[config.mk]
export PLATFORM = sky130hd
export DESIGN_NAME = graphics_port_command_reg
export DESIGN_NICKNAME = d
export VERILOG_FILES = /design/src/verilog/calib_timer.v /design/src/verilog/graphics_port_command_reg.v
export VERILOG_INCLUDE_DIRS = /design/src /design/src/verilog
export SDC_FILE = /design/constraint.sdc
export NUM_CORES = 1
export LEC_CHECK = 0
export ABC_CLOCK_PERIOD_IN_PS = 3130
export BUFFER_PORTS_ARGS = -buffer_cell sky130_fd_sc_hd__buf_2
export CAP_MARGIN = 0
export CELL_PAD_IN_SITES_DETAIL_PLACEMENT = 1
export CELL_PAD_IN_SITES_GLOBAL_PLACEMENT = 1
export CORE_MARGIN = 2
export CORE_UTILIZATION = 30
export CTS_CLUSTER_DIAMETER = 120
export DETAILED_ROUTE_END_ITERATION = 10
export MAX_ROUTING_LAYER = met4
export PLACE_DENSITY_LB_ADDON = 0.1
export SLEW_MARGIN = 20
export SYNTH_ARGS = -nofsm -noshare
export SYNTH_HDL_FRONTEND = slang
export SYNTH_SLANG_ARGS = --single-unit
export TNS_END_PERCENT = 10
[constraint.sdc]
create_clock -name mclk -period 3.13 [get_ports mclk]
set_input_delay 0.313 -clock mclk [delete_from_list [all_inputs] [get_ports mclk]]
set_output_delay 0.313 -clock mclk [all_outputs]
set_load 0.02 [all_outputs]
[src/verilog/gport_consts.vh]
// Constants for the graphics port command register block
//
// Function
// - Calibration period code in bits 12:10
// - Issue calibration cycles at programmed period
// - Code 111 stops all calibration cycles
// - Sideband enable bit ignored in 3.0 mode
// - 3.0 mode enables sideband addressing itself
// - Port disabled ignores every operation, sync too
// - Operations accepted while enabled finish fully
// - 1X sideband command in flight still issues
// - Enabled takes pipe ops, sideband needs enable
// - Above 4G enable reads zero, read-only
// - Fast write off or 1X uses PCI
// - Fast write on, not 1X, uses fast
// - Reset value depends on signaling mode
// - Mode latched at power good from comparator
`ifndef GPORT_CONSTS_VH
`define GPORT_CONSTS_VH

`define ADDR_W          8
`define CMD_OFFSET      8'ha8
`define STAT_OFFSET     8'hac

`define CAL_HI          12
`define CAL_LO          10
`define SBA_BIT         9
`define PEN_BIT         8
`define A4G_BIT         5
`define FWE_BIT         4
`define RATE_HI         2
`define RATE_LO         0

`define CMD_RESET_20    32'h00000000
`define CMD_RESET_30    32'h00000a00

`define CAL_4MS         3'h0
`define CAL_16MS        3'h1
`define CAL_64MS        3'h2
`define CAL_256MS       3'h3
`define CAL_NONE        3'h7

`define PER_4MS         9'h004
`define PER_16MS        9'h010
`define PER_64MS        9'h040
`define PER_256MS       9'h100

`define RATE_1X         3'h1

`define MS_NS           1000000
`define CLK_NS          10
`define MS_CNT_W        20

`define ST_MODE_BIT     0
`define ST_SBA_BIT      1
`define ST_FW_BIT       2
`define ST_CNT_HI       15
`define ST_CNT_LO       8

`endif

[src/verilog/calib_timer.v]
// Periodic calibration cycle timer driven by the programmed period code
`include "gport_consts.vh"
`timescale 1ns/1ns
`default_nettype none
module calib_timer #(
	parameter MS_CYCLES = `MS_NS / `CLK_NS
) (
	// Clock and reset
	input  wire       mclk,
	input  wire       rst_sync_n,
	// Period code
	input  wire [2:0] code,
	// Calibration start
	output reg        start
);

	reg [`MS_CNT_W-1:0] pre;
	reg [8:0]           ms_cnt;
	reg [2:0]           code_q;
	wire                ms_tick;
	wire [8:0]          period;

	// Reserved codes behave as the default period
	function [8:0] period_of;
		input [2:0] c;
		begin
			case (c)
			`CAL_4MS:   period_of = `PER_4MS;
			`CAL_16MS:  period_of = `PER_16MS;
			`CAL_256MS: period_of = `PER_256MS;
			default:    period_of = `PER_64MS;
			endcase
		end
	endfunction

	assign ms_tick = (pre == MS_CYCLES[`MS_CNT_W-1:0] - 1'b1);
	assign period  = period_of(code);

	// One millisecond enable; restarts when the code changes so a new period
	// starts from a clean count rather than finishing the old one
	always @(posedge mclk or negedge rst_sync_n) begin
		if (!rst_sync_n) begin
			pre    <= {`MS_CNT_W{1'b0}};
			ms_cnt <= 9'h000;
			code_q <= 3'h0;
			start  <= 1'b0;
		end else begin
			code_q <= code;
			start  <= 1'b0;
			if (code != code_q || code == `CAL_NONE) begin
				pre    <= {`MS_CNT_W{1'b0}};
				ms_cnt <= 9'h000;
			end else if (ms_tick) begin
				pre <= {`MS_CNT_W{1'b0}};
				if (ms_cnt == period - 1'b1) begin
					ms_cnt <= 9'h000;
					start  <= 1'b1;
				end else begin
					ms_cnt <= ms_cnt + 1'b1;
				end
			end else begin
				pre <= pre + 1'b1;
			end
		end
	end

endmodule
`default_nettype wire

[src/verilog/graphics_port_command_reg.v]
// Graphics port command register with operation gating and calibration
`include "gport_consts.vh"
`timescale 1ns/1ns
`default_nettype none
module graphics_port_command_reg #(
	parameter MS_CYCLES = `MS_NS / `CLK_NS
) (
	// Clock and reset
	input  wire                mclk,
	input  wire                rst_n,
	// Register port
	input  wire [`ADDR_W-1:0]  addr,
	input  wire [31:0]         wdata,
	input  wire                wr,
	input  wire                rd,
	output reg  [31:0]         rdata,
	// Signaling mode detection
	input  wire                power_good,
	input  wire                vref_cmp_30,
	output reg                 mode_30,
	// Operations from the graphics master
	input  wire                pipe_op_valid,
	input  wire                sba_op_valid,
	input  wire                sync_op_valid,
	input  wire                sba_1x_busy,
	output reg                 pipe_op_accept,
	output reg                 sba_op_accept,
	output reg                 sync_op_accept,
	// Sideband and write protocol state
	output reg                 sba_active,
	output reg                 fast_write_sel,
	output reg  [2:0]          write_rate,
	// Calibration cycle request
	output reg                 calib_cycle_start
);

	// Reset synchroniser
	reg rst_meta_n;
	reg rst_sync_n;

	always @(posedge mclk or negedge rst_n) begin
		if (!rst_n) begin
			rst_meta_n <= 1'b0;
			rst_sync_n <= 1'b0;
		end else begin
			rst_meta_n <= 1'b1;
			rst_sync_n <= rst_meta_n;
		end
	end

	// Register fields
	reg [2:0] calib_period_select;
	reg       sideband_addr_enable;
	reg       port_enable;
	reg       fast_write_enable;
	reg [2:0] data_rate;

	// Mode defaults as parameters so their fields can be selected
	localparam [31:0] DEF_20 = `CMD_RESET_20;
	localparam [31:0] DEF_30 = `CMD_RESET_30;

	// Mode tracking
	reg       init_pending;
	reg       pg_q;
	reg       next_mode;
	reg       mode_load;

	// Operation tracking
	reg       sba_hold;
	reg [7:0] calib_count;
	wire      calib_pulse;

	wire      cmd_hit;
	wire      stat_hit;
	wire      is_1x;
	wire      sba_ok;
	wire      pen_fall;

	assign cmd_hit  = (addr == `CMD_OFFSET);
	assign stat_hit = (addr == `STAT_OFFSET);

	// 1X exists only in the 2.0 signaling mode
	function is_rate_1x;
		input       m30;
		input [2:0] rate;
		begin
			is_rate_1x = !m30 && (rate == `RATE_1X);
		end
	endfunction

	// Effective sideband enable
	function sba_eff;
		input m30;
		input sbe;
		begin
			sba_eff = m30 | sbe;
		end
	endfunction

	assign is_1x    = is_rate_1x(mode_30, data_rate);
	assign sba_ok   = port_enable && sba_eff(mode_30, sideband_addr_enable);
	assign pen_fall = port_enable && wr && cmd_hit && !wdata[`PEN_BIT];

	// Mode is sampled at the first cycle after reset release when power good
	// is already up, and again on every rising edge of power good
	always @* begin
		next_mode = mode_30;
		mode_load = 1'b0;
		if (init_pending) begin
			mode_load = 1'b1;
			if (power_good)
				next_mode = vref_cmp_30;
		end else if (power_good && !pg_q) begin
			mode_load = 1'b1;
			next_mode = vref_cmp_30;
		end
	end

	always @(posedge mclk or negedge rst_sync_n) begin
		if (!rst_sync_n) begin
			init_pending <= 1'b1;
			pg_q         <= 1'b0;
			mode_30      <= 1'b0;
		end else begin
			init_pending <= 1'b0;
			pg_q         <= power_good;
			mode_30      <= next_mode;
		end
	end

	// Command register fields; a mode load applies the mode's default value,
	// which wins over a write in the same cycle
	always @(posedge mclk or negedge rst_sync_n) begin
		if (!rst_sync_n) begin
			calib_period_select  <= DEF_20[`CAL_HI:`CAL_LO];
			sideband_addr_enable <= DEF_20[`SBA_BIT];
			port_enable          <= DEF_20[`PEN_BIT];
			fast_write_enable    <= DEF_20[`FWE_BIT];
			data_rate            <= DEF_20[`RATE_HI:`RATE_LO];
		end else if (mode_load) begin
			if (next_mode) begin
				calib_period_select  <= DEF_30[`CAL_HI:`CAL_LO];
				sideband_addr_enable <= DEF_30[`SBA_BIT];
				port_enable          <= DEF_30[`PEN_BIT];
				fast_write_enable    <= DEF_30[`FWE_BIT];
				data_rate            <= DEF_30[`RATE_HI:`RATE_LO];
			end else begin
				calib_period_select  <= DEF_20[`CAL_HI:`CAL_LO];
				sideband_addr_enable <= DEF_20[`SBA_BIT];
				port_enable          <= DEF_20[`PEN_BIT];
				fast_write_enable    <= DEF_20[`FWE_BIT];
				data_rate            <= DEF_20[`RATE_HI:`RATE_LO];
			end
		end else if (wr && cmd_hit) begin
			// Reserved codes are stored as written
			calib_period_select  <= wdata[`CAL_HI:`CAL_LO];
			sideband_addr_enable <= wdata[`SBA_BIT];
			port_enable          <= wdata[`PEN_BIT];
			fast_write_enable    <= wdata[`FWE_BIT];
			data_rate            <= wdata[`RATE_HI:`RATE_LO];
		end
	end

	// A 1X sideband command already under way when the port is disabled is
	// still taken; the hold ends when that command arrives or delivery stops
	always @(posedge mclk or negedge rst_sync_n) begin
		if (!rst_sync_n) begin
			sba_hold <= 1'b0;
		end else if (sba_op_valid || !sba_1x_busy) begin
			sba_hold <= 1'b0;
		end else if (sba_1x_busy && sba_ok && is_1x && pen_fall) begin
			sba_hold <= 1'b1;
		end
	end

	// Acceptance of operations; once accepted, the accept pulse is passed on
	// and is never withdrawn by a later clear of the enable
	always @(posedge mclk or negedge rst_sync_n) begin
		if (!rst_sync_n) begin
			pipe_op_accept <= 1'b0;
			sba_op_accept  <= 1'b0;
			sync_op_accept <= 1'b0;
		end else begin
			pipe_op_accept <= pipe_op_valid && port_enable;
			sync_op_accept <= sync_op_valid && port_enable;
			sba_op_accept  <= sba_op_valid && (sba_ok || sba_hold);
		end
	end

	// Sideband path and write protocol selection
	always @(posedge mclk or negedge rst_sync_n) begin
		if (!rst_sync_n) begin
			sba_active     <= 1'b0;
			fast_write_sel <= 1'b0;
			write_rate     <= 3'h0;
		end else begin
			sba_active     <= sba_eff(mode_30, sideband_addr_enable);
			fast_write_sel <= fast_write_enable && !is_1x;
			write_rate     <= data_rate;
		end
	end

	// Calibration timer
	calib_timer #(
		.MS_CYCLES (MS_CYCLES)
	) u_calib_timer (
		.mclk       (mclk),
		.rst_sync_n (rst_sync_n),
		.code       (calib_period_select),
		.start      (calib_pulse)
	);

	always @(posedge mclk or negedge rst_sync_n) begin
		if (!rst_sync_n) begin
			calib_cycle_start <= 1'b0;
			calib_count       <= 8'h00;
		end else begin
			calib_cycle_start <= calib_pulse;
			if (calib_pulse)
				calib_count <= calib_count + 1'b1;
		end
	end

	// Register reads; unmapped addresses return zero
	always @(posedge mclk or negedge rst_sync_n) begin
		if (!rst_sync_n) begin
			rdata <= 32'h00000000;
		end else if (rd && cmd_hit) begin
			rdata                    <= 32'h00000000;
			rdata[`CAL_HI:`CAL_LO]   <= calib_period_select;
			rdata[`SBA_BIT]          <= sideband_addr_enable;
			rdata[`PEN_BIT]          <= port_enable;
			rdata[`A4G_BIT]          <= 1'b0;
			rdata[`FWE_BIT]          <= fast_write_enable;
			rdata[`RATE_HI:`RATE_LO] <= data_rate;
		end else if (rd && stat_hit) begin
			rdata                      <= 32'h00000000;
			rdata[`ST_MODE_BIT]        <= mode_30;
			rdata[`ST_SBA_BIT]         <= sba_active;
			rdata[`ST_FW_BIT]          <= fast_write_sel;
			rdata[`ST_CNT_HI:`ST_CNT_LO] <= calib_count;
		end else begin
			rdata <= 32'h00000000;
		end
	end

endmodule
`default_nettype wire
==> run summary, run 1 <==
The flow ran to the end, and the final reports show no timing, DRC or antenna violations. The highest-delay cell along the critical path is sky130_fd_sc_hd__or4b_1. The placed cell count came out at 500. The clock period could shrink to 2.36 ns. The signal on the critical path passes through or4b_1 -> or4_1 -> buf_4 -> nand2_1 -> buf_4 -> a21oi_1. In this run the worst path has a maximum fanout of 11. Once placement finished, the instance area stood at 0.00379 mm2. The number of I/O port buffers is 48. Setup repair after global routing left no endpoint under its margin. The reported max-cap violation count is 0.

Setup violations remaining at the end of the flow were counted as 0. The share of cell area taken by muxes after synthesis is slightly below 4%. The number of max-slew violations in the final report came out at 0. The number of enable-type register cells in the synthesized netlist is 0. The synthesized design contains 77 register bits. The adder-cell share of the synthesized area came out at under 10%. The total count of hold-check failures in the final report was 0.

The clock latency at the later pin of the worst-skew pair is 0.33 ns. The wire length per cell after detailed routing came out at approximately 14 um. The data required time of the critical path came out at around 3.3 ns. The combined global-route utilization of all metal layers came out at between 10% and 20%.

After detailed routing, the total wire length is approximately 7.5 mm. The classification of the worst-slack hold path is in2reg. The number of buffers on the longest clock path came out at 2. The achievable frequency came out at 424 MHz. The critical setup path kind is reg2reg. The area of all placed cells without fillers came out at between 0.004 and 0.005 mm2. The overall via count from detail_route came out at ~2400. Entering global routing, the biggest net connects between 70 and 80 pins. The floorplan step set the die height to 111 um.

The DRC marker count from the first detailed-route iteration is 57. The total core area is 0.0113 mm2. After synthesis, the share of flip-flops with an asynchronous set or reset is 100%.

By area, the combinational part of the netlist is dominated by simple AND/OR/NAND/NOR gates. For this design the static power due to leakage is around 2 nW. The mapped cell area came out at roughly 0.0034 mm2. The sum of negative setup slack came out at 0 ns.

The global placer's final weighted congestion is ~0.74. TritonCTS built the clock tree. The relative slew slack came out at 52.0%. The number of global-route vias before repair is around 2600. The worst setup path is captured at a register. The number of nets in the layout is between 400 and 500. Row generation in the floorplan step produced 39 rows. The synthesized design spends more area on one cell type than any other, namely sky130_fd_sc_hd__dfrtp_1. The final HPWL from detailed placement is between 5 and 6 mm. The number of H-tree branching levels came out at 3.

Data on the critical path arrives at its endpoint at 2.57 ns. The area share of the leading cell type in the synthesized netlist is 55.2%. Once detail routing completed, the nets flagged for antenna violations numbered 0.

The non-filler instance count after layout is 518. In the synthesized netlist, the number of instances is ~310. The worst clock skew came out at approximately 0.0057 ns. The count of boundary I/O pins came out at just over 90. The simple logic cell fraction of the synthesized area came out at a little under a fifth.

In this design, the critical path's most frequently occurring cell is sky130_fd_sc_hd__buf_4. In the routed design, unresolved DRC markers number 0. The clock-pin slew reported for the worst setup and hold paths after clock tree synthesis came out at about 0.06 ns. The overall die area came out at approximately 0.012 mm2.

Cells with a size suffix above 1 make up between 20% and 30% of the layout. The critical path contains buffers and inverters numbering 2 combined. The number of inserted diodes came out at 0.

The worst setup path is launched from a register. The fraction of the cycle the final worst path needs is around 75%. The complex-gate fraction of the synthesized area is 7.08%.

The cell family contributing the most delay on the critical path is simple AND/OR/NAND/NOR gates. The die is about 110 um wide. The number of library cell types mapped by synthesis came out at 43. The layout overhead on the synthesized area came out at 19.7%. The Yosys step of the flow raised 0 warnings. The total global routing overflow came out at 0. After detailed routing, the number of vias per cell comes to between 4 and 5. After Yosys synthesis, XOR and XNOR cells account for 6.86% of the synthesized area. The transition time at the pin with the least slew margin came out at between 0.7 and 0.8 ns. The initial antenna violation count came out at 0.

The wire length of the first global-routing pass is ~13 mm. The worst supply voltage drop on vdd is 257 uV. After synthesis, the cell types taking the most area are sky130_fd_sc_hd__dfrtp_1 55%, sky130_fd_sc_hd__buf_4 4.4%, sky130_fd_sc_hd__nor2_1 3.9%.

In this run the mean area of a mapped cell was ~11 um2. The power consumption came out at around 2.3 mW. The sequential cell area fraction in the yosys report came out at between 50% and 60%. The initial cell density of the core is 30.4%. The number of clock buffers added by TritonCTS is 9.

The total iterations of the first detailed-routing run came out at 4. The top flip-flop cell by instance count after synthesis is sky130_fd_sc_hd__dfrtp_1. For this run, the slowest stage of the critical path takes 0.54 ns. In this run the clock root is driven by a sky130_fd_sc_hd__clkbuf_16. The total clock sinks came out at 77. The power density over the cells is between 500 and 600 mW/mm2. The final cell utilization of the core came out at a little over a third.
-- layer usage --
| layer | GRT usage, % | wire [um] | part of all wire (%) | vias up |
|---|---|---|---|---|
| li1 | - | - | - | 1172 |
| met1 | 18.9 | 3720 | 50 | 1204 |
| met2 | 19.8 | 3380 | 45 | 34 |
| met3 | 2.30 | 183 | 2.5 | 9 |
| met4 | 6.42 | 163 | 2.2 | 0 |
| met5 | - | 0 | 0 | - |
-- cell usage after synthesis (all sizes together) (6+ instances only) --
cell / instances
a22o: 8
and2: 9
and3: 6
buf: 23
clkbuf: 6
dfrtp: 76
mux2i: 11
nand2: 17
nand3: 13
nand4: 13
nor2: 36
o211ai: 7
xnor2: 14
xor2: 13
-- logic make-up after synthesis --
| logic type | count (synthesis) |
|---|---|
| flops | 77 |
| buf+inv | 34 |
| fa+ha+maj | 3 |
| simple gates | 123 |
| xor+xnor | 27 |
| other cells | 2 |
| compound gates | 34 |
| mux | 13 |
-- power breakdown --
group / internal [mW] / total (mW) / switching, mW
Combinational: 0.0791 / 0.215 / 0.136
Sequential: 1.04 / 1.10 / 0.0610
Clock: 0.619 / 1.03 / 0.415
-- through the flow --
| step | hold slack [ns] | worst slack (ns) |
|---|---|---|
| after detailed placement | 0.101 | 0.760 |
| final | 0.123 | 0.774 |
| after global placement | 0.0982 | 0.775 |
| after floorplan | 0.0174 | 0.829 |
| after CTS | 0.109 | 0.729 |
| after global routing | 0.117 | 0.583 |
-- flip-flops by register name, indices dropped and copies added (netlist names), 3 cells and up --
name / flops
calib_count: 8
rdata: 12
u_calib_timer.code_q: 3
calib_period_select: 3
u_calib_timer.pre: 20
write_rate: 3
u_calib_timer.ms_cnt: 9
data_rate: 3
-- worst paths after layout --
kind / end / start / cells past startpoint / slack, ns
max: u_calib_timer.pre[6] / u_calib_timer.pre[13] / 6 / 0.77
min: pg_q / power_good / 1 / 0.12
max reg2reg: u_calib_timer.pre[6] / u_calib_timer.pre[13] / 6 / 0.77
min reg2reg: u_calib_timer.ms_cnt[5] / rst_sync_n / 0 / 0.29
max in group asynchronous: calib_cycle_start / rst_sync_n / 1 / 2.26
min in group asynchronous: rst_sync_n / rst_n / 2 / 0.28
-- area by class of cell --
type / instances / area, um2
clock buffer: 11 / 233
multi-input combinational: 222 / 1390
tap: 143 / 179
inverter: 5 / 18.8
fill: 1278 / 7200
sequential: 77 / 1930
timing repair buffer: 55 / 315
clock inverter: 5 / 61.3
-- layout by cell type (no fill, tap or decap), types with 2 or more instances in the layout --
cell type,n
sky130_fd_sc_hd__a21oi_1,5
sky130_fd_sc_hd__a22o_1,8
sky130_fd_sc_hd__and2_1,9
sky130_fd_sc_hd__and3_1,6
sky130_fd_sc_hd__and4_1,4
sky130_fd_sc_hd__buf_2,48
sky130_fd_sc_hd__buf_4,5
sky130_fd_sc_hd__clkbuf_1,2
sky130_fd_sc_hd__clkbuf_16,9
sky130_fd_sc_hd__clkinvlp_4,3
sky130_fd_sc_hd__conb_1,22
sky130_fd_sc_hd__dfrtp_1,75
sky130_fd_sc_hd__ha_1,3
sky130_fd_sc_hd__inv_1,5
sky130_fd_sc_hd__mux2_2,2
sky130_fd_sc_hd__mux2i_1,11
sky130_fd_sc_hd__nand2_1,17
sky130_fd_sc_hd__nand3_1,13
sky130_fd_sc_hd__nand3b_1,3
sky130_fd_sc_hd__nand4_1,13
sky130_fd_sc_hd__nor2_1,36
sky130_fd_sc_hd__nor2b_1,2
sky130_fd_sc_hd__nor3_1,3
sky130_fd_sc_hd__nor4_1,2
sky130_fd_sc_hd__o211ai_1,7
sky130_fd_sc_hd__o21ai_0,4
sky130_fd_sc_hd__o311ai_0,2
sky130_fd_sc_hd__o31ai_1,3
sky130_fd_sc_hd__or2_2,3
sky130_fd_sc_hd__or3_1,2
sky130_fd_sc_hd__or4_1,4
sky130_fd_sc_hd__xnor2_1,14
sky130_fd_sc_hd__xor2_1,13
-- repair_timing --
item                                    in CTS  in global routing
buffers inserted                             0                  0
gates resized for setup                      0                  0
endpoints found under the setup margin       0                  0
endpoints found under the hold margin        2                  0
hold buffers                                 1                  0
Note: power is estimated with default switching activity, not from simulation.
==> run 2: changes to the inputs <==
ABC_AREA = 1   (was not set)
ABC_CLOCK_PERIOD_IN_PS = 1900   (was 3130)
clock period = 1.9 ns   (was 3.13 ns; I/O delays follow)
==> run 2 against run 1 <==
Compared with the run above:
- clock-buffer cell count increased by 1
- maximum frequency rose by 47%
- worst hold slack worse by 0.087 ns
- via count grew 19%
- first-iteration DRC count up 120%
- sequential cell count did not move
- synthesized cell count grew 39%
- power is 61% higher
- area after synthesis grew 6.3%
- non-clock buffer count is 2 lower
- clock power is 63% higher
==> run summary, run 2 <==
The critical path is of the reg2reg type. The sequential cell area fraction in the yosys report is 52.6% (-3.3 points). The reported max-cap violation count is 0 (unchanged).

The clock tree from TritonCTS is done. The total core area came out at 0.0120 mm2 (+5.7%). The shortest period the worst path allows came out at 1.61 ns (-0.750 ns). The register area is 0.00193 mm2 (unchanged). The worst hold margin came out at 0.0355 ns (-0.0871 ns). The wire length of the first global-routing pass was 14.7 mm (+12%). The maximum number of pins on one net before global-route repair is 37 (-51%).

The data arrival time of the critical path was 1.87 ns (-0.70 ns). The power density over the cells is 870 mW/mm2 (+53%). The number of inserted diodes was 0 (unchanged). The average via count per standard cell is 4.44 (-4.9%).

The achievable frequency is 623 MHz (+47%). The total detailed-routing wirelength came out at 8.77 mm (+18%). The die boundary width came out at 115 um (+3.0%). The number of library cell types mapped by synthesis is 28 (-35%). On the critical path, the stage with the largest delay is an instance of sky130_fd_sc_hd__dfrtp_1.

The register bit count reported by yosys came out at 77 (unchanged). The post-detailed-route count of antenna-violating nets is 0 (unchanged). The final HPWL from detailed placement is 6.51 mm (+27%). The worst supply voltage drop on vdd came out at 452 uV (+76%). The number of buffers on the longest clock path is 2 (unchanged). The overall die height is 115 um (+3.0%).

The signal on the critical path passes through xnor2_1 -> nand2_1 -> nor2_2 -> inv_2 -> nor2_2 -> nand2_1 -> o21ai_1. The cell with the most instances after synthesis is sky130_fd_sc_hd__nand2_1. The largest fanout of any net on the critical path was 8 (-3). The number of flip-flops in the largest register is 20 (unchanged).

The total iterations of the first detailed-routing run is 4 (unchanged). The count of boundary I/O pins is 92 (unchanged). The number of I/O port buffers was 48 (unchanged). The layout cell share with drive strength beyond 1 came out at 15.8% (-4.7 points).

The data required time of the critical path came out at 2.17 ns (-1.17 ns). Relative to the synthesized area, the layout overhead comes to 18.4%. The area share of the leading cell type in the synthesized netlist is 51.9% (-3.3 points). The sum of negative setup slack is 0 ns (unchanged). The number of max-slew violations in the final report is 0 (unchanged). The Yosys warning count came out at 0 (unchanged).

The average instance area after synthesis came to 8.44 um2 (-23%). The total clock sinks is 77 (unchanged). The total cell area at the placement stage is 0.00402 mm2 (+6.1%). The total count of hold-check failures in the final report came out at 0 (unchanged). The library cell used most frequently in the layout, excluding fill and tap cells, is sky130_fd_sc_hd__nand2_1.

The combined global-route utilization of all metal layers is 15.1% (+1.4 points). In the final layout, the registers with the most flip-flops are u_calib_timer.pre: 20 flops, rdata: 12 flops, u_calib_timer.ms_cnt: 9 flops. The combined area of the multi-input logic cells is 0.00139 mm2 (+0.27%). The initial antenna violation count was 0 (unchanged). The path class of the tightest hold or removal check is in2reg. The number of global-route vias before repair came out at 2974 (+13%). Ranked by total cell area, the synthesized netlist is headed by sky130_fd_sc_hd__dfrtp_1 52%, sky130_fd_sc_hd__nand2_1 8.9%, sky130_fd_sc_hd__inv_1 6.7%. The power consumption is 3.77 mW (+61%). Sorting the synthesized cells by how often they occur yields 87 x sky130_fd_sc_hd__nand2_1, 76 x sky130_fd_sc_hd__dfrtp_1, 65 x sky130_fd_sc_hd__inv_1. The overall via count from detail_route is 2870 (+19%).

The DRC violation count after routing is 0 (unchanged). The relative slew slack came out at 65.5% (+14 points). The total global routing overflow was 0 (unchanged).

The initial cell density of the core came to 30.6% (+0.19 points). The static leakage came out at 2.23 nW (+11%). The global placer's final weighted congestion came out at 0.792 (+7.3%).

The library cells used most frequently in the layout, excluding fill and tap cells, are 87 x sky130_fd_sc_hd__nand2_1, 75 x sky130_fd_sc_hd__dfrtp_1, 65 x sky130_fd_sc_hd__inv_1, 54 x sky130_fd_sc_hd__nor2_1, 48 x sky130_fd_sc_hd__buf_2. The overall die area came out at 0.0131 mm2 (+6.1%). The area of all placed cells without fillers is 0.00434 mm2 (+5.2%). The final number of setup-violating endpoints came out at 0 (unchanged). The flow ran to the end, and the final reports show no timing, DRC or antenna violations. The number of enable-type register cells in the synthesized netlist is 0 (unchanged). Counting flops per register, the top entry is u_calib_timer.pre.

The reg-to-reg setup timing slack is 0.29 ns (-0.48 ns). The most used flip-flop cell after synthesis is sky130_fd_sc_hd__dfrtp_1. STA classifies the critical path endpoint as a register. Setup repair after global routing left no endpoint under its margin. The DRC marker count from the first detailed-route iteration is 125 (+120%). The clock-pin slew reported for the worst setup and hold paths after clock tree synthesis came out at 0.06 ns (about the same). The largest stage delay on the critical path was 0.45 ns (-0.09 ns). The worst clock skew is 0.00502 ns (-0.000707 ns). The number of H-tree branching levels was 3 (unchanged). The clock latency at the later pin of the worst-skew pair is 0.34 ns (about the same). STA classifies the critical path startpoint as a register.

The wire length per cell after detailed routing came out at 13.6 um (-5.6%). The fraction of the cycle the final worst path needs is 84.5% (+9.2 points). Summed over all instances, the cell type with the most area after synthesis is sky130_fd_sc_hd__dfrtp_1.

The transition time at the pin with the least slew margin is 0.517 ns (-0.198 ns). The post-CTS setup-driven buffer insertion count came out at 0 (unchanged). The mapped cell area is 0.00366 mm2 (+6.3%). The final cell utilization of the core came out at 36.3% (-0.17 points). The row count is 40 (+2.6%).

The post-synthesis async set-or-reset flop share came out at 100% (unchanged). The fill cell instance count of the final layout came out at 1452 (+14%). The clock root buffer master is sky130_fd_sc_hd__clkbuf_16. The number of nets in the layout is 547 (+29%). The number of buffers added by the clock tree synthesis step is 9 (unchanged).

The count of mapped cells out of synthesis came to 434 (+39%).
==> run 2: cell count changes after synthesis, moves of 6 or more <==
| cell | previous run | this run |
|---|---|---|
| sky130_fd_sc_hd__o22ai_1 | 0 | 8 |
| sky130_fd_sc_hd__nor2_2 | 0 | 7 |
| sky130_fd_sc_hd__inv_1 | 5 | 65 |
| sky130_fd_sc_hd__o211ai_1 | 7 | 0 |
| sky130_fd_sc_hd__nor3_1 | 3 | 17 |
| sky130_fd_sc_hd__xnor2_1 | 14 | 3 |
| sky130_fd_sc_hd__a22o_1 | 8 | 0 |
| sky130_fd_sc_hd__o21ai_0 | 4 | 13 |
| sky130_fd_sc_hd__and2_1 | 9 | 0 |
| sky130_fd_sc_hd__nand3_1 | 13 | 34 |
| sky130_fd_sc_hd__and3_1 | 6 | 0 |
| sky130_fd_sc_hd__nor2_1 | 36 | 54 |
| sky130_fd_sc_hd__mux2i_1 | 11 | 0 |
| sky130_fd_sc_hd__nand2_1 | 17 | 87 |
==> run 2: critical path, delay by kind of cell, from the launching register on <==
| family | cells | cell delay [ns] |
|---|---|---|
| and+or+nand+nor | 4 | 0.59 |
| xor gates and xnor gates | 1 | 0.19 |
| buffers and inverters | 1 | 0.17 |
| AOI/OAI and AO/OA | 1 | 0.12 |
| DFF | 1 | 0.45 |
==> run 2: repair_timing <==
action / in CTS / in global routing
setup endpoints to repair: 0 / 1
hold endpoints to repair: 3 / 0
hold buffers: 2 / 0
resized for setup: 0 / 1
==> run 2: power by group <==
part	switching (mW)	total, mW	leakage, nW	internal (mW)
clock network	0.664	1.68	0.141	1.02
logic	0.246	0.350	1.03	0.104
registers	0.0560	1.74	1.05	1.69
total	0.966	3.77	2.23	2.81
==> run 2: through the flow <==
| stage | setup slack (ns) | std cells |
|---|---|---|
| after global placement | 0.241 | 628 |
| final | 0.294 | 646 |
| after CTS | 0.177 | 646 |
| after detailed placement | 0.193 | 628 |
| after floorplan | 0.502 | 454 |
| after global routing | 0.0941 | 646 |
==> run 2: layer usage <==
layer	GRT usage [%]	part of all wire, %	wire length [um]	vias up
li1	-	-	-	1443
met1	18.8	49	4280	1381
met2	23.5	47	4110	32
met3	3.71	2.6	225	14
met4	6.50	1.8	156	0
met5	-	0	0	-
==> run 2: path summary, 6_finish.rpt <==
kind                                              from                       to  cells after the start
worst min register to register              rst_sync_n   calib_period_select[1]                      0
worst max register to register  calib_period_select[1]  u_calib_timer.ms_cnt[8]                      7
min in group asynchronous                        rst_n               rst_sync_n                      2
worst max-delay path            calib_period_select[1]  u_calib_timer.ms_cnt[8]                      7
max in group asynchronous                   rst_sync_n             data_rate[2]                      1
worst min-delay path                     sync_op_valid           sync_op_accept                      3
==> run 2: logic make-up (layout without fill, tap and decap cells) <==
| kind of cell | count (synthesis) | in the layout | synth area share [%] |
|---|---|---|---|
| xor+xnor | 18 | 18 | 4.30 |
| fa+ha+maj | 3 | 3 | 1.02 |
| simple gates | 212 | 212 | 25.5 |
| buf+inv | 91 | 136 | 11.7 |
| other cells | 2 | 22 | 0.205 |
| compound gates | 31 | 31 | 4.61 |
| flops | 77 | 77 | 52.6 |
==> run 2: final cells by class <==
cell class	count	share of cell area (%)
clock inverters	4	1.12
clock buffers	12	5.45
well taps	147	4.24
inverters	67	5.80
repair buffers	53	6.81
flip-flops and latches	77	44.5
multi-input cells	286	32.0
==> run 3: changes to the inputs <==
ABC_CLOCK_PERIOD_IN_PS = 1300   (was 1900)
clock period = 1.3 ns   (was 1.9 ns; I/O delays follow)
==> run 3 against run 2 <==
Compared with the run above:
- cell count rose by 12%
- clock skew down 0.00059 ns
- the flow now finishes with violations (setup timing)
- first-iteration DRC count decreased by 30%
- sequential share of layout area decreased by 7.6 points
- core utilization up 7.5 points
- via count increased by 11%
- maximum frequency grew 9.9%
- clock-buffer cell count shrank 1
- largest cell class unchanged
- clock power increased by 49%
==> run summary, run 3 (synthesized netlist as in run 2, its figures left out) <==
The flow ran to the end, but the final reports show violations. The checks that failed: setup timing. The clock latency at the later pin of the worst-skew pair came out at 0.34 ns (about the same). TritonCTS built the clock tree. The part of the total power dissipated in sequential elements came out at 42.2% (-4.0 points). The achievable frequency was 684 MHz (+9.9%). The shortest period the worst path allows came to 1.46 ns (-0.144 ns).

The DRC marker count from the first detailed-route iteration came to 87 (-30%). The number of max-slew violations in the final report is 0 (unchanged). The power density over the cells was 1150 mW/mm2 (+32%). The switching share of power is 26.0% (+0.37 points).

The overall via count from detail_route is 3184 (+11%). The min-delay analysis places its worst path in the category in2reg. The number of H-tree branching levels came out at 3 (unchanged).

The area of all placed cells without fillers came out at 0.00523 mm2 (+21%). The total clock sinks came to 77 (unchanged). The number of buffers on the longest clock path came to 2 (unchanged). The average via count per standard cell is 4.40 (-1.0%). The wire length of the first global-routing pass came out at 16.7 mm (+14%).

The total cell area at the placement stage was 0.00456 mm2 (+13%). The relative contribution of combinational cells to total power came out at 16.0% (+6.7 points). The number of flip-flops in the largest register is 20 (unchanged). The initial cell density of the core is 30.6% (unchanged).

The initial antenna violation count is 0 (unchanged). The data arrival time of the critical path came out at 1.72 ns (-0.15 ns). The overall die height came out at 115 um (unchanged). The worst supply voltage drop on vdd is 619 uV (+37%). The worst clock skew came out at 0.00444 ns (-0.000588 ns). The count of boundary I/O pins was 92 (unchanged). The DRC violation count after routing came out at 0 (unchanged).

The kind of start point of the critical path is a register. The power consumption is 6.00 mW (+59%). The library cell used most frequently in the layout, excluding fill and tap cells, is sky130_fd_sc_hd__nand2_1.

The row count came out at 40 (unchanged). The final HPWL from detailed placement came to 7.34 mm (+13%). The maximum number of pins on one net before global-route repair is 29 (-22%). The worst setup path is captured at a register.

The total count of hold-check failures in the final report came out at 0 (unchanged). The number of I/O port buffers came out at 48 (unchanged). The total iterations of the first detailed-routing run was 4 (unchanged). The cell sitting at the root of the clock tree is a sky130_fd_sc_hd__clkbuf_16. The wire length per cell after detailed routing is 13.8 um (+2.0%).

Leaving out fill and tap cells, the most frequent cells in the layout are 75 x sky130_fd_sc_hd__nand2_1, 74 x sky130_fd_sc_hd__dfrtp_1, 72 x sky130_fd_sc_hd__buf_4, 62 x sky130_fd_sc_hd__inv_1, 48 x sky130_fd_sc_hd__buf_2. The static leakage is 2.69 nW (+21%). The data required time of the critical path came out at 1.56 ns (-0.61 ns). The number of global-route vias before repair came out at 3408 (+15%). The layout overhead on the synthesized area came out at 42.9%.

The die boundary width is 115 um (unchanged). The total internal power is 4.44 mW (+58%). The total global routing overflow is 0 (unchanged). The layout cell share with drive strength beyond 1 came to 35.2% (+19 points). The post-detailed-route count of antenna-violating nets is 0 (unchanged). In the final layout, the registers with the most flip-flops are u_calib_timer.pre: 20 flops, rdata: 12 flops, u_calib_timer.ms_cnt: 9 flops. The overall die area was 0.0131 mm2 (unchanged). The number of inserted diodes is 0 (unchanged).

The worst-case setup margin in the final layout is -0.162 ns (-0.456 ns). The power spent charging and discharging nets came out at 1.56 mW (+61%). The clock-pin slew reported for the worst setup and hold paths after clock tree synthesis came to 0.06 ns (about the same). The number of buffers added by the clock tree synthesis step was 9 (unchanged). Setup repair after global routing could not meet its margin everywhere. The number of nets in the layout came out at 626 (+14%). The final number of setup-violating endpoints is 30 (+30).

The fraction of the cycle the final worst path needs came out at 112% (+28 points). The total core area is 0.0120 mm2 (unchanged). The total detailed-routing wirelength was 10.0 mm (+14%). The sum of negative setup slack came out at -3.00 ns (-3.00 ns).

The register with the most flip-flops in the final layout is u_calib_timer.pre. The combined global-route utilization of all metal layers came out at 17.0% (+1.9 points). The worst hold margin was 0.0106 ns (-0.0249 ns).

By startpoint and endpoint, the worst setup path is classified as reg2reg. The global placer's final weighted congestion is 0.821 (+3.7%). The largest fanout of any net on the critical path is 4 (-4). The proportion of power drawn by the clock network came out at 41.8% (-2.7 points). The reported max-cap violation count is 0 (unchanged). The worst setup slack before clock tree synthesis came to -0.316 ns (-0.509 ns).
==> run 3: power groups by stage <==
stage	registers [mW]	clock network, mW	logic, mW
after global routing	2.54	2.66	1.05
after floorplan	2.60	0	0.384
after detailed placement	2.57	0	0.717
after CTS	2.53	2.59	0.902
final	2.53	2.50	0.958
after global placement	2.57	0	0.698
==> run 3: path summary, 6_finish.rpt <==
path | start | end | slack [ns] | depth (start not counted)
max | calib_period_select[1] | u_calib_timer.pre[7] | -0.16 | 8
min | sba_1x_busy | sba_hold | 0.01 | 3
max reg2reg | calib_period_select[1] | u_calib_timer.pre[7] | -0.16 | 8
min reg2reg | rst_sync_n | u_calib_timer.ms_cnt[5] | 0.25 | 0
max in group asynchronous | rst_sync_n | calib_period_select[0] | 0.57 | 1
min in group asynchronous | rst_n | rst_sync_n | 0.11 | 2
==> run 3: what timing repair did <==
item / in CTS / in global routing
pin swaps: 7 / 11
hold buffers: 5 / 0
cloned: 0 / 0
setup endpoints to repair: 30 / 39
resized for setup: 30 / 31
hold endpoints to repair: 6 / 0
setup buffers: 6 / 5
==> run 3: critical path, stage by stage (launching register included) <==
cell and delay (ns):
sky130_fd_sc_hd__dfrtp_1 0.41, sky130_fd_sc_hd__buf_4 0.15, sky130_fd_sc_hd__nand2_1 0.06, sky130_fd_sc_hd__a21oi_1 0.09, sky130_fd_sc_hd__nor2_4 0.19, sky130_fd_sc_hd__nand2_8 0.09, sky130_fd_sc_hd__buf_4 0.15, sky130_fd_sc_hd__buf_4 0.12
sky130_fd_sc_hd__nor3_1 0.12
==> run 3: metrics by stage <==
step / cells / utilization (%)
CTS: 719 / 42.4
finish: 724 / 43.8
global placement: 693 / 38.1
detailed placement: 693 / 38.1
floorplan: 454 / -
global route: 724 / 43.8
==> run 3: layout make-up <==
cell class,instances,area (um2)
clock inverters,4,48.8
inverters,67,251
fillers,1421,6730
multi-input cells,286,1610
repair buffers,132,962
clock buffers,11,243
well taps,147,184
flip-flops and latches,77,1930
==> run 3: metal layers <==
layer | GRT usage, % | wire length, um
met3 | 4.39 | 292
met5 | - | 0
met4 | 5.04 | 125
met1 | 21.3 | 4690
met2 | 27.3 | 4920
